===== src/sdl_pkg.sv =====
// shared constants for the serial dac load path and its host
// Operation
// RULE1 - unipolar: code over 16384 of reference
// RULE2 - bipolar: code minus 8192, over 8192
// RULE3 - latch holds zero until first load
// RULE4 - shift register never cleared at power-up
// RULE5 - long frame keeps only last 14 bits
// RULE6 - short frame keeps older bits shifted along
// RULE7 - host sends 14+ bits on first write
// RULE8 - host pads narrow values with low zeros; host puts its filler zeros in the high bits, ahead of the word
// RULE9 - 14-bit words, data valid at rising clock
// RULE10 - latch updates at frame end or strobe
// RULE11 - 16-bit frames lead with two filler bits
// RULE12 - select low whole frame, then high loads
// RULE13 - msb first; reverse lsb-first words
// RULE14 - clock idles low, first-edge sampling
// RULE15 - host changes data on falling edge
// RULE16 - one select asserted; only selected accepts
// RULE17 - select rising copies shift register to latch
// RULE18 - strobe low after select rise loads latch
// RULE19 - clock edges ignored while select high
// RULE20 - shift on clock rise gated by select
`default_nettype none

package sdl_pkg;
    // ------------------------------------------------------------
    // word and scale
    // ------------------------------------------------------------
    localparam int DATA_W = 14;
    localparam int UNI_STEPS = 16384;
    localparam int BIP_STEPS = 8192;
    localparam logic [13:0] LATCH_RST = 14'h0000;
    localparam logic [13:0] BIP_FLIP = 14'h2000;
    localparam int HOST_FRAME_BITS = 16;

    // ------------------------------------------------------------
    // timing
    // ------------------------------------------------------------
    localparam int CLK_PERIOD_NS = 50;
    localparam int LINK_PERIOD_NS = 400;
    // half link period in clk cycles, rounded down, at least one
    localparam int SCLK_HALF_CYC = (LINK_PERIOD_NS / (2 * CLK_PERIOD_NS)) < 1 ? 1 :
        (LINK_PERIOD_NS / (2 * CLK_PERIOD_NS));

    // ------------------------------------------------------------
    // synchroniser lanes and their idle values; frame bit counter reset and limit
    // ------------------------------------------------------------
    localparam int PIN_SCLK = 0;
    localparam int PIN_CS = 1;
    localparam int PIN_DATA = 2;
    localparam int PIN_STRB = 3;
    localparam logic [3:0] PIN_IDLE = 4'b1010;
    localparam logic [4:0] CNT_RST = 5'h00;
    localparam logic [4:0] CNT_MAX = 5'h1f;
endpackage : sdl_pkg

`default_nettype wire


===== src/sdl_link_if.sv =====
// serial link between the host end and the dac end
`default_nettype none

interface sdl_link_if;
    logic sclk;
    logic cs_n;
    logic serial_data_in;
    logic latch_load_strobe_n;

    // dac end only listens
    modport dac (
        input sclk,
        input cs_n,
        input serial_data_in,
        input latch_load_strobe_n
    );

    // host end drives every line
    modport host (
        output sclk,
        output cs_n,
        output serial_data_in,
        output latch_load_strobe_n
    );
endinterface : sdl_link_if

`default_nettype wire


===== src/sdl_dac_end.sv =====
// dac end: shift register, converter latch and output level
`default_nettype none

module sdl_dac_end #(
    parameter bit HAS_STROBE = 1'b1,
    parameter int DATA_W = sdl_pkg::DATA_W
) (
    // clock and reset
    input wire logic clk,
    input wire logic rst,
    // serial link
    sdl_link_if.dac link,
    // output mode select
    input wire logic bipolar_mode,
    // latch and level
    output logic [13:0] dac_code_ff,
    output logic [13:0] level_ff,
    // status
    output logic load_pulse_ff,
    output logic word_clean_ff,
    output logic frame_short_ff,
    output logic frame_long_ff
);

    // ------------------------------------------------------------
    // elaboration checks
    // ------------------------------------------------------------
    generate
        if (DATA_W != 14) begin : g_bad_width
            $error("sdl_dac_end serves 14-bit words only");
        end
    endgenerate

    // ------------------------------------------------------------
    // pin synchronisers
    // ------------------------------------------------------------
    logic [3:0] sync1_ff;
    logic [3:0] sync2_ff;
    logic [3:0] prev_ff;
    logic [3:0] pins;
    logic [3:0] nxt_sync1;
    logic [3:0] nxt_sync2;
    logic [3:0] nxt_prev;
    logic [1:0] warm_ff;
    logic [1:0] nxt_warm;

    // gather the pins; all come from the host's domain, except the strobe lane, which is tied low when HAS_STROBE is off
    always_comb begin
        pins[sdl_pkg::PIN_SCLK] = link.sclk;
        pins[sdl_pkg::PIN_CS] = link.cs_n;
        pins[sdl_pkg::PIN_DATA] = link.serial_data_in;
        pins[sdl_pkg::PIN_STRB] = HAS_STROBE ? link.latch_load_strobe_n : 1'b0;
        nxt_sync1 = pins;
        nxt_sync2 = sync1_ff;
        nxt_prev = sync2_ff;
        // counts the edges until both edge stages hold real pin samples
        nxt_warm = (warm_ff == 2'h3) ? warm_ff : warm_ff + 2'h1;
    end

    // two stages, then one more for edge finding; only stage two reads stage one
    always_ff @(posedge clk) begin
        if (rst) begin
            sync1_ff <= sdl_pkg::PIN_IDLE;
            sync2_ff <= sdl_pkg::PIN_IDLE;
            prev_ff <= sdl_pkg::PIN_IDLE;
            warm_ff <= 2'h0;
        end else begin
            sync1_ff <= nxt_sync1;
            sync2_ff <= nxt_sync2;
            prev_ff <= nxt_prev;
            warm_ff <= nxt_warm;
        end
    end

    // ------------------------------------------------------------
    // edge events
    // ------------------------------------------------------------
    logic sclk_rise;
    logic cs_low;
    logic cs_rise;
    logic cs_fall;
    logic strb_low;
    logic strb_fall;
    logic shift_en;
    logic load_now;
    logic edges_ok;

    // data lane shares the clock lane's delay, so sampling stays aligned;
    // edges wait for real samples: a strobe tied low would look like a fall
    always_comb begin
        edges_ok = &warm_ff;
        sclk_rise = edges_ok & sync2_ff[sdl_pkg::PIN_SCLK] & ~prev_ff[sdl_pkg::PIN_SCLK];
        cs_low = ~sync2_ff[sdl_pkg::PIN_CS];
        cs_rise = edges_ok & sync2_ff[sdl_pkg::PIN_CS] & ~prev_ff[sdl_pkg::PIN_CS];
        cs_fall = edges_ok & ~sync2_ff[sdl_pkg::PIN_CS] & prev_ff[sdl_pkg::PIN_CS];
        strb_low = ~sync2_ff[sdl_pkg::PIN_STRB];
        strb_fall = edges_ok & ~sync2_ff[sdl_pkg::PIN_STRB] & prev_ff[sdl_pkg::PIN_STRB];
        shift_en = sclk_rise & cs_low; // RULE19 RULE20 RULE9 RULE16
        if (HAS_STROBE) begin
            // strobe tied low: select rise loads; else strobe fall while deselected
            load_now = (cs_rise & strb_low) | (strb_fall & ~cs_low); // RULE18 RULE10
        end else begin
            load_now = cs_rise; // RULE17 RULE10
        end
    end

    // ------------------------------------------------------------
    // shift register, kept without reset on purpose
    // ------------------------------------------------------------
    logic [13:0] shreg_ff;
    logic [13:0] nxt_shreg;

    // msb first: new bits enter at the bottom, oldest fall off the top
    always_comb begin
        nxt_shreg = shreg_ff;
        if (shift_en) begin
            nxt_shreg = {shreg_ff[12:0], sync2_ff[sdl_pkg::PIN_DATA]}; // RULE5 RULE6
        end
    end

    // no reset branch: power-up contents are unknown until shifted
    always_ff @(posedge clk) begin
        shreg_ff <= nxt_shreg; // RULE4
    end

    // ------------------------------------------------------------
    // defined-bit tracking and frame bit count
    // ------------------------------------------------------------
    logic [13:0] def_ff;
    logic [4:0] cnt_ff;
    logic [13:0] nxt_def;
    logic [4:0] nxt_cnt;

    // def marks which shift bits came from the link since reset
    always_comb begin
        nxt_def = def_ff;
        nxt_cnt = cnt_ff;
        if (cs_fall) begin
            nxt_cnt = sdl_pkg::CNT_RST;
        end
        if (shift_en) begin
            nxt_def = {def_ff[12:0], 1'b1};
            if (cnt_ff != sdl_pkg::CNT_MAX) begin
                nxt_cnt = cnt_ff + 5'd1; // saturates so long frames still flag
            end
        end
    end

    // tracking state
    always_ff @(posedge clk) begin
        if (rst) begin
            def_ff <= 14'h0000;
            cnt_ff <= sdl_pkg::CNT_RST;
        end else begin
            def_ff <= nxt_def;
            cnt_ff <= nxt_cnt;
        end
    end

    // ------------------------------------------------------------
    // converter latch and output level
    // ------------------------------------------------------------
    logic [13:0] nxt_code;
    logic [13:0] nxt_level;
    logic nxt_load;
    logic nxt_clean;
    logic nxt_short;
    logic nxt_long;

    // latch copy, status of the closing frame, and level for the mode
    always_comb begin
        nxt_code = dac_code_ff;
        nxt_clean = word_clean_ff;
        nxt_short = frame_short_ff;
        nxt_long = frame_long_ff;
        nxt_load = load_now;
        if (load_now) begin
            nxt_code = shreg_ff; // RULE17 RULE18
            nxt_clean = &def_ff; // low means unknown bits reached the latch
        end
        if (cs_rise) begin
            nxt_short = cnt_ff < 5'd14;
            nxt_long = cnt_ff > 5'd14;
        end
        if (bipolar_mode) begin
            // signed offset: step is reference over 8192, all-zero is minus reference
            nxt_level = nxt_code ^ sdl_pkg::BIP_FLIP; // RULE2
        end else begin
            // straight binary: step is reference over 16384
            nxt_level = nxt_code; // RULE1
        end
    end

    // latch resets to zero so the output starts at its low end
    always_ff @(posedge clk) begin
        if (rst) begin
            dac_code_ff <= sdl_pkg::LATCH_RST; // RULE3
            level_ff <= sdl_pkg::LATCH_RST;
            load_pulse_ff <= 1'b0;
            word_clean_ff <= 1'b1;
            frame_short_ff <= 1'b0;
            frame_long_ff <= 1'b0;
        end else begin
            dac_code_ff <= nxt_code;
            level_ff <= nxt_level;
            load_pulse_ff <= nxt_load;
            word_clean_ff <= nxt_clean;
            frame_short_ff <= nxt_short;
            frame_long_ff <= nxt_long;
        end
    end

endmodule : sdl_dac_end

`default_nettype wire


===== src/flat_wrapper.sv =====
// flat-port wrapper written by rule: the top's interface ports become plain ports
module sdl_dac_end_flat 
#(
    parameter bit HAS_STROBE = 1'b1,
    parameter int DATA_W = sdl_pkg::DATA_W
)
  (clk, rst, bipolar_mode, dac_code_ff, level_ff, load_pulse_ff, word_clean_ff, frame_short_ff, frame_long_ff, link_sclk, link_cs_n, link_serial_data_in, link_latch_load_strobe_n);
  sdl_link_if link_i ();
  input wire logic clk;
  input wire logic rst;
  input wire logic bipolar_mode;
  output logic [13:0] dac_code_ff;
  output logic [13:0] level_ff;
  output logic load_pulse_ff;
  output logic word_clean_ff;
  output logic frame_short_ff;
  output logic frame_long_ff;
  input wire logic [$bits(link_i.sclk)-1:0] link_sclk;
  input wire logic [$bits(link_i.cs_n)-1:0] link_cs_n;
  input wire logic [$bits(link_i.serial_data_in)-1:0] link_serial_data_in;
  input wire logic [$bits(link_i.latch_load_strobe_n)-1:0] link_latch_load_strobe_n;
  assign link_i.sclk = link_sclk;
  assign link_i.cs_n = link_cs_n;
  assign link_i.serial_data_in = link_serial_data_in;
  assign link_i.latch_load_strobe_n = link_latch_load_strobe_n;
  sdl_dac_end #(.HAS_STROBE(HAS_STROBE), .DATA_W(DATA_W)) u_core (.clk(clk), .rst(rst), .link(link_i), .bipolar_mode(bipolar_mode), .dac_code_ff(dac_code_ff), .level_ff(level_ff), .load_pulse_ff(load_pulse_ff), .word_clean_ff(word_clean_ff), .frame_short_ff(frame_short_ff), .frame_long_ff(frame_long_ff));
endmodule

===== config.mk =====
export PLATFORM = sky130hd
export DESIGN_NAME = sdl_dac_end_flat
export DESIGN_NICKNAME = d
export VERILOG_FILES = /design/src/sdl_pkg.sv /design/src/sdl_link_if.sv /design/src/sdl_dac_end.sv /design/src/flat_wrapper.sv
export SDC_FILE = /design/constraint.sdc
export NUM_CORES = 1
export LEC_CHECK = 0
export ABC_AREA = 1
export ABC_CLOCK_PERIOD_IN_PS = 1900
export BUFFER_PORTS_ARGS = -buffer_cell sky130_fd_sc_hd__buf_4
export CELL_PAD_IN_SITES_DETAIL_PLACEMENT = 2
export CELL_PAD_IN_SITES_GLOBAL_PLACEMENT = 2
export CORE_MARGIN = 2
export CORE_UTILIZATION = 34
export DETAILED_ROUTE_END_ITERATION = 12
export GPL_ROUTABILITY_DRIVEN = 0
export PLACE_DENSITY_LB_ADDON = 0.1
export SYNTH_ARGS = -nofsm -noshare
export SYNTH_HDL_FRONTEND = slang
export SYNTH_SLANG_ARGS = --single-unit

===== constraint.sdc =====
create_clock -name clk -period 1.9 [get_ports clk]
set_input_delay 0.285 -clock clk [delete_from_list [all_inputs] [get_ports clk]]
set_output_delay 0.285 -clock clk [all_outputs]
set_load 0.05 [all_outputs]

==> flow_summary.json <==
{
  "status": "finished clean",
  "min_path_cells": 2,
  "crit_chain": "ha_1 > inv_2 > nor2_2 > nand2_4 > clkinv_2 > buf_4",
  "grt_usage_pct": 15.43,
  "cts.sinks": 65,
  "clockRootBuffer": "clkbuf_8",
  "post_cts_buffers": 0,
  "dieWidth_microns": 90.13,
  "hp-class": "input pin to flip-flop",
  "wl_per_cell_microns": 13.78,
  "grtUsageMet1_pct": 18.86,
  "drc": 0,
  "worstPathArrival_ns": 1.60,
  "crit_path_max_incr_delay_ns": 0.35,
  "io_buffers": 38,
  "die_h_microns": 90.13,
  "io_pins": 39,
  "fin_crit_ns": 1.567,
  "grt.met3_usage_pct": 3.101,
  "setup_tns_ns": 0,
  "worstRegToRegCells": 6,
  "synthArstFlopShare_pct": 0,
  "crit_type": "flip-flop to flip-flop",
  "final_cells": 410,
  "clk_latency_ns": 0.34,
  "clockBufferDepth": 2,
  "finalMaxSlewViolations": 0,
  "fmax_ghz": 0.6382,
  "busiest_layer": "met2",
  "drv_cap": 0,
  "cp.required_ns": 1.93,
  "ant_nets": 0,
  "synth.ff_latch_count": 65,
  "hold_viol_final": 0,
  "critPathLaunchType": "flip-flop",
  "p_total_mw": 3.090,
  "power_leakage_nw": 1.227,
  "peakVddDrop_uv": 424.9,
  "met2_usage_pct": 25.50,
  "cts.repair.resized": 0,
  "cts_hold_buffers": 0,
  "fin_skew_ns": 0.008216,
  "via_count": 1884,
  "cp_slowest_cell": "dfxtp_1",
  "yosys_warnings": 0,
  "dr.pass1.iters": 4,
  "core_area_sq_um": 7214,
  "area_delta_synth_final_pct": 21.63,
  "placementRows": 31,
  "synth.distinct_cells": 26,
  "dieArea_sq_um": 8123,
  "slew_headroom_pct": 59.81,
  "setup-violations-final": 0,
  "avgSynthCellArea_sq_um": 9.172,
  "power.density_nw_per_um2": 1007,
  "worst_pin_slew_ns": 0.6022,
  "numCtsBuffers": 9,
  "initial_core_util_pct": 34.96,
  "grt_pass1_wl_microns": 9804,
  "dp.cells": 394,
  "synth_area_sq_um": 2522,
  "antenna_found_initial": 0,
  "min_period_over_period_pct": 82.47,
  "ys_seq_area_share_pct": 57.14,
  "grt_pass1_vias": 2031,
  "clk_pin_slew_ns": 0.07,
  "grt_max_degree": 30,
  "synthCells": 275,
  "vias_per_cell": 4.595,
  "diodes": 0,
  "drtIter0Drc": 52,
  "drive_gt1_share_pct": 28.62,
  "cts-htree-levels": 3,
  "fin_util_pct": 42.53,
  "critPathCaptureType": "flip-flop",
  "dp_hpwl_microns": 3821,
  "mappedNetlistNets": 286,
  "routed_wl_microns": 5651,
  "crit_fanout": 15,
  "nets": 317,
  "grt_overflow": 0,
  "synth_edf_count": 14,
  "synth_ff_type": "dfxtp_1",
  "cts_tree": "yes",
  "rsz0062_at_grt": "no"
}
## cells in the mapped netlist, types with 3 or more instances
library cell / count / area, sq um
inv_2: 3 / 11.26
inv_1: 21 / 78.83
buf_4: 13 / 97.59
o21ai_0: 16 / 80.08
ha_1: 4 / 50.05
nand3_1: 4 / 20.02
dfxtp_1: 51 / 1021
nand4_1: 6 / 37.54
buf_2: 4 / 20.02
a21oi_1: 14 / 70.07
a21oi_2: 9 / 78.83
nand2_2: 9 / 56.30
nand2_1: 50 / 187.7
clkbuf_1: 3 / 11.26
edfxtp_1: 14 / 420.4
or2_2: 5 / 31.28
nor2_1: 37 / 138.9
## cells by family after synthesis
kind of cell	count (synthesis)	synth area share (%)
flops	65	57.14
buf+inv	48	9.970
simple gates	118	21.53
compound gates	40	9.376
fa+ha+maj	4	1.984
## final timing paths
check,from,to,slack [ns]
max reg2reg,u_core.warm_ff[0],u_core.shreg_ff[8],0.33
max,u_core.warm_ff[0],u_core.shreg_ff[8],0.33
min,link_latch_load_strobe_n,u_core.nxt_sync2[3],0.13
min reg2reg,u_core.nxt_sync2[0],u_core.nxt_prev[0],0.41
## state kept, by name, indices dropped and copies added, names as in the netlist
signal                 flops
u_core.def_ff             14
u_core.prev_ff             3
u_core.warm_ff             2
u_core.shreg_ff           14
u_core.cnt_ff              5
u_core.frame_short_ff      1
u_core.word_clean_ff       1
u_core.dac_code_ff         1
u_core.nxt_sync2           4
u_core.nxt_prev            4
u_core.load_pulse_ff       1
u_core.frame_long_ff       1
u_core.level_ff           14
## area by class of cell
| type | count | area (sq um) |
|---|---|---|
| timing repair buffer | 42 | 315.3 |
| clock buffer | 10 | 127.6 |
| multi-input combinational | 162 | 829.5 |
| clock inverter | 6 | 130.1 |
| sequential | 65 | 1441 |
| fill | 827 | 4146 |
| tap | 99 | 123.9 |
| inverter | 26 | 100.1 |
## placed cells by master (no fill, tap or decap), types with 2 or more instances in the layout
cell type | netlist | routed
dfxtp_1 | 51 | 51
nand2_1 | 50 | 50
buf_4 | 13 | 42
nor2_1 | 37 | 37
inv_1 | 21 | 21
o21ai_0 | 16 | 16
a21oi_1 | 14 | 14
edfxtp_1 | 14 | 14
nand2_2 | 9 | 9
a21oi_2 | 9 | 9
clkbuf_8 | 0 | 9
nand4_1 | 6 | 6
or2_2 | 5 | 5
clkinv_2 | 2 | 4
nand3_1 | 4 | 4
ha_1 | 4 | 4
bufinv_16 | 0 | 4
inv_2 | 3 | 3
nor3_1 | 2 | 2
## layer usage
layer  part of all wire (%)  wire length [microns]  vias to the layer above
li1                       -                      -                      924
met1                     45                   2515                      923
met2                     50                   2834                       27
met3                    3.3                    189                       10
met4                    1.9                    110                        0
met5                      0                      0                        -
## critical path: cells and delay by family, from the launching register on
kind                     cells  cell delay, ns
AND/OR/NAND/NOR              2            0.20
adder cells (fa/ha/maj)      1            0.20
flip-flops                   1            0.35
buffers and inverters        3            0.50
## per-stage QoR
step,cell area [sq um],setup WS (ns),hold slack [ns]
6_report,3068,0.3331,0.1286
2_1_floorplan,2522,0.5331,0.3855
3_3_place_gp,2810,0.3526,0.3907
5_1_grt,3068,0.1345,0.1104
3_5_place_dp,2810,0.2983,0.3960
4_1_cts,3068,0.2931,0.1078
## power by group
part | switching, mW | internal, mW | total, mW | leakage [nW]
clock | 0.529 | 1.00 | 1.53 | 0.130
sequential | 0.0118 | 1.43 | 1.44 | 0.540
combinational | 0.0820 | 0.0394 | 0.121 | 0.557
Note: power is estimated with default switching activity, not from simulation.
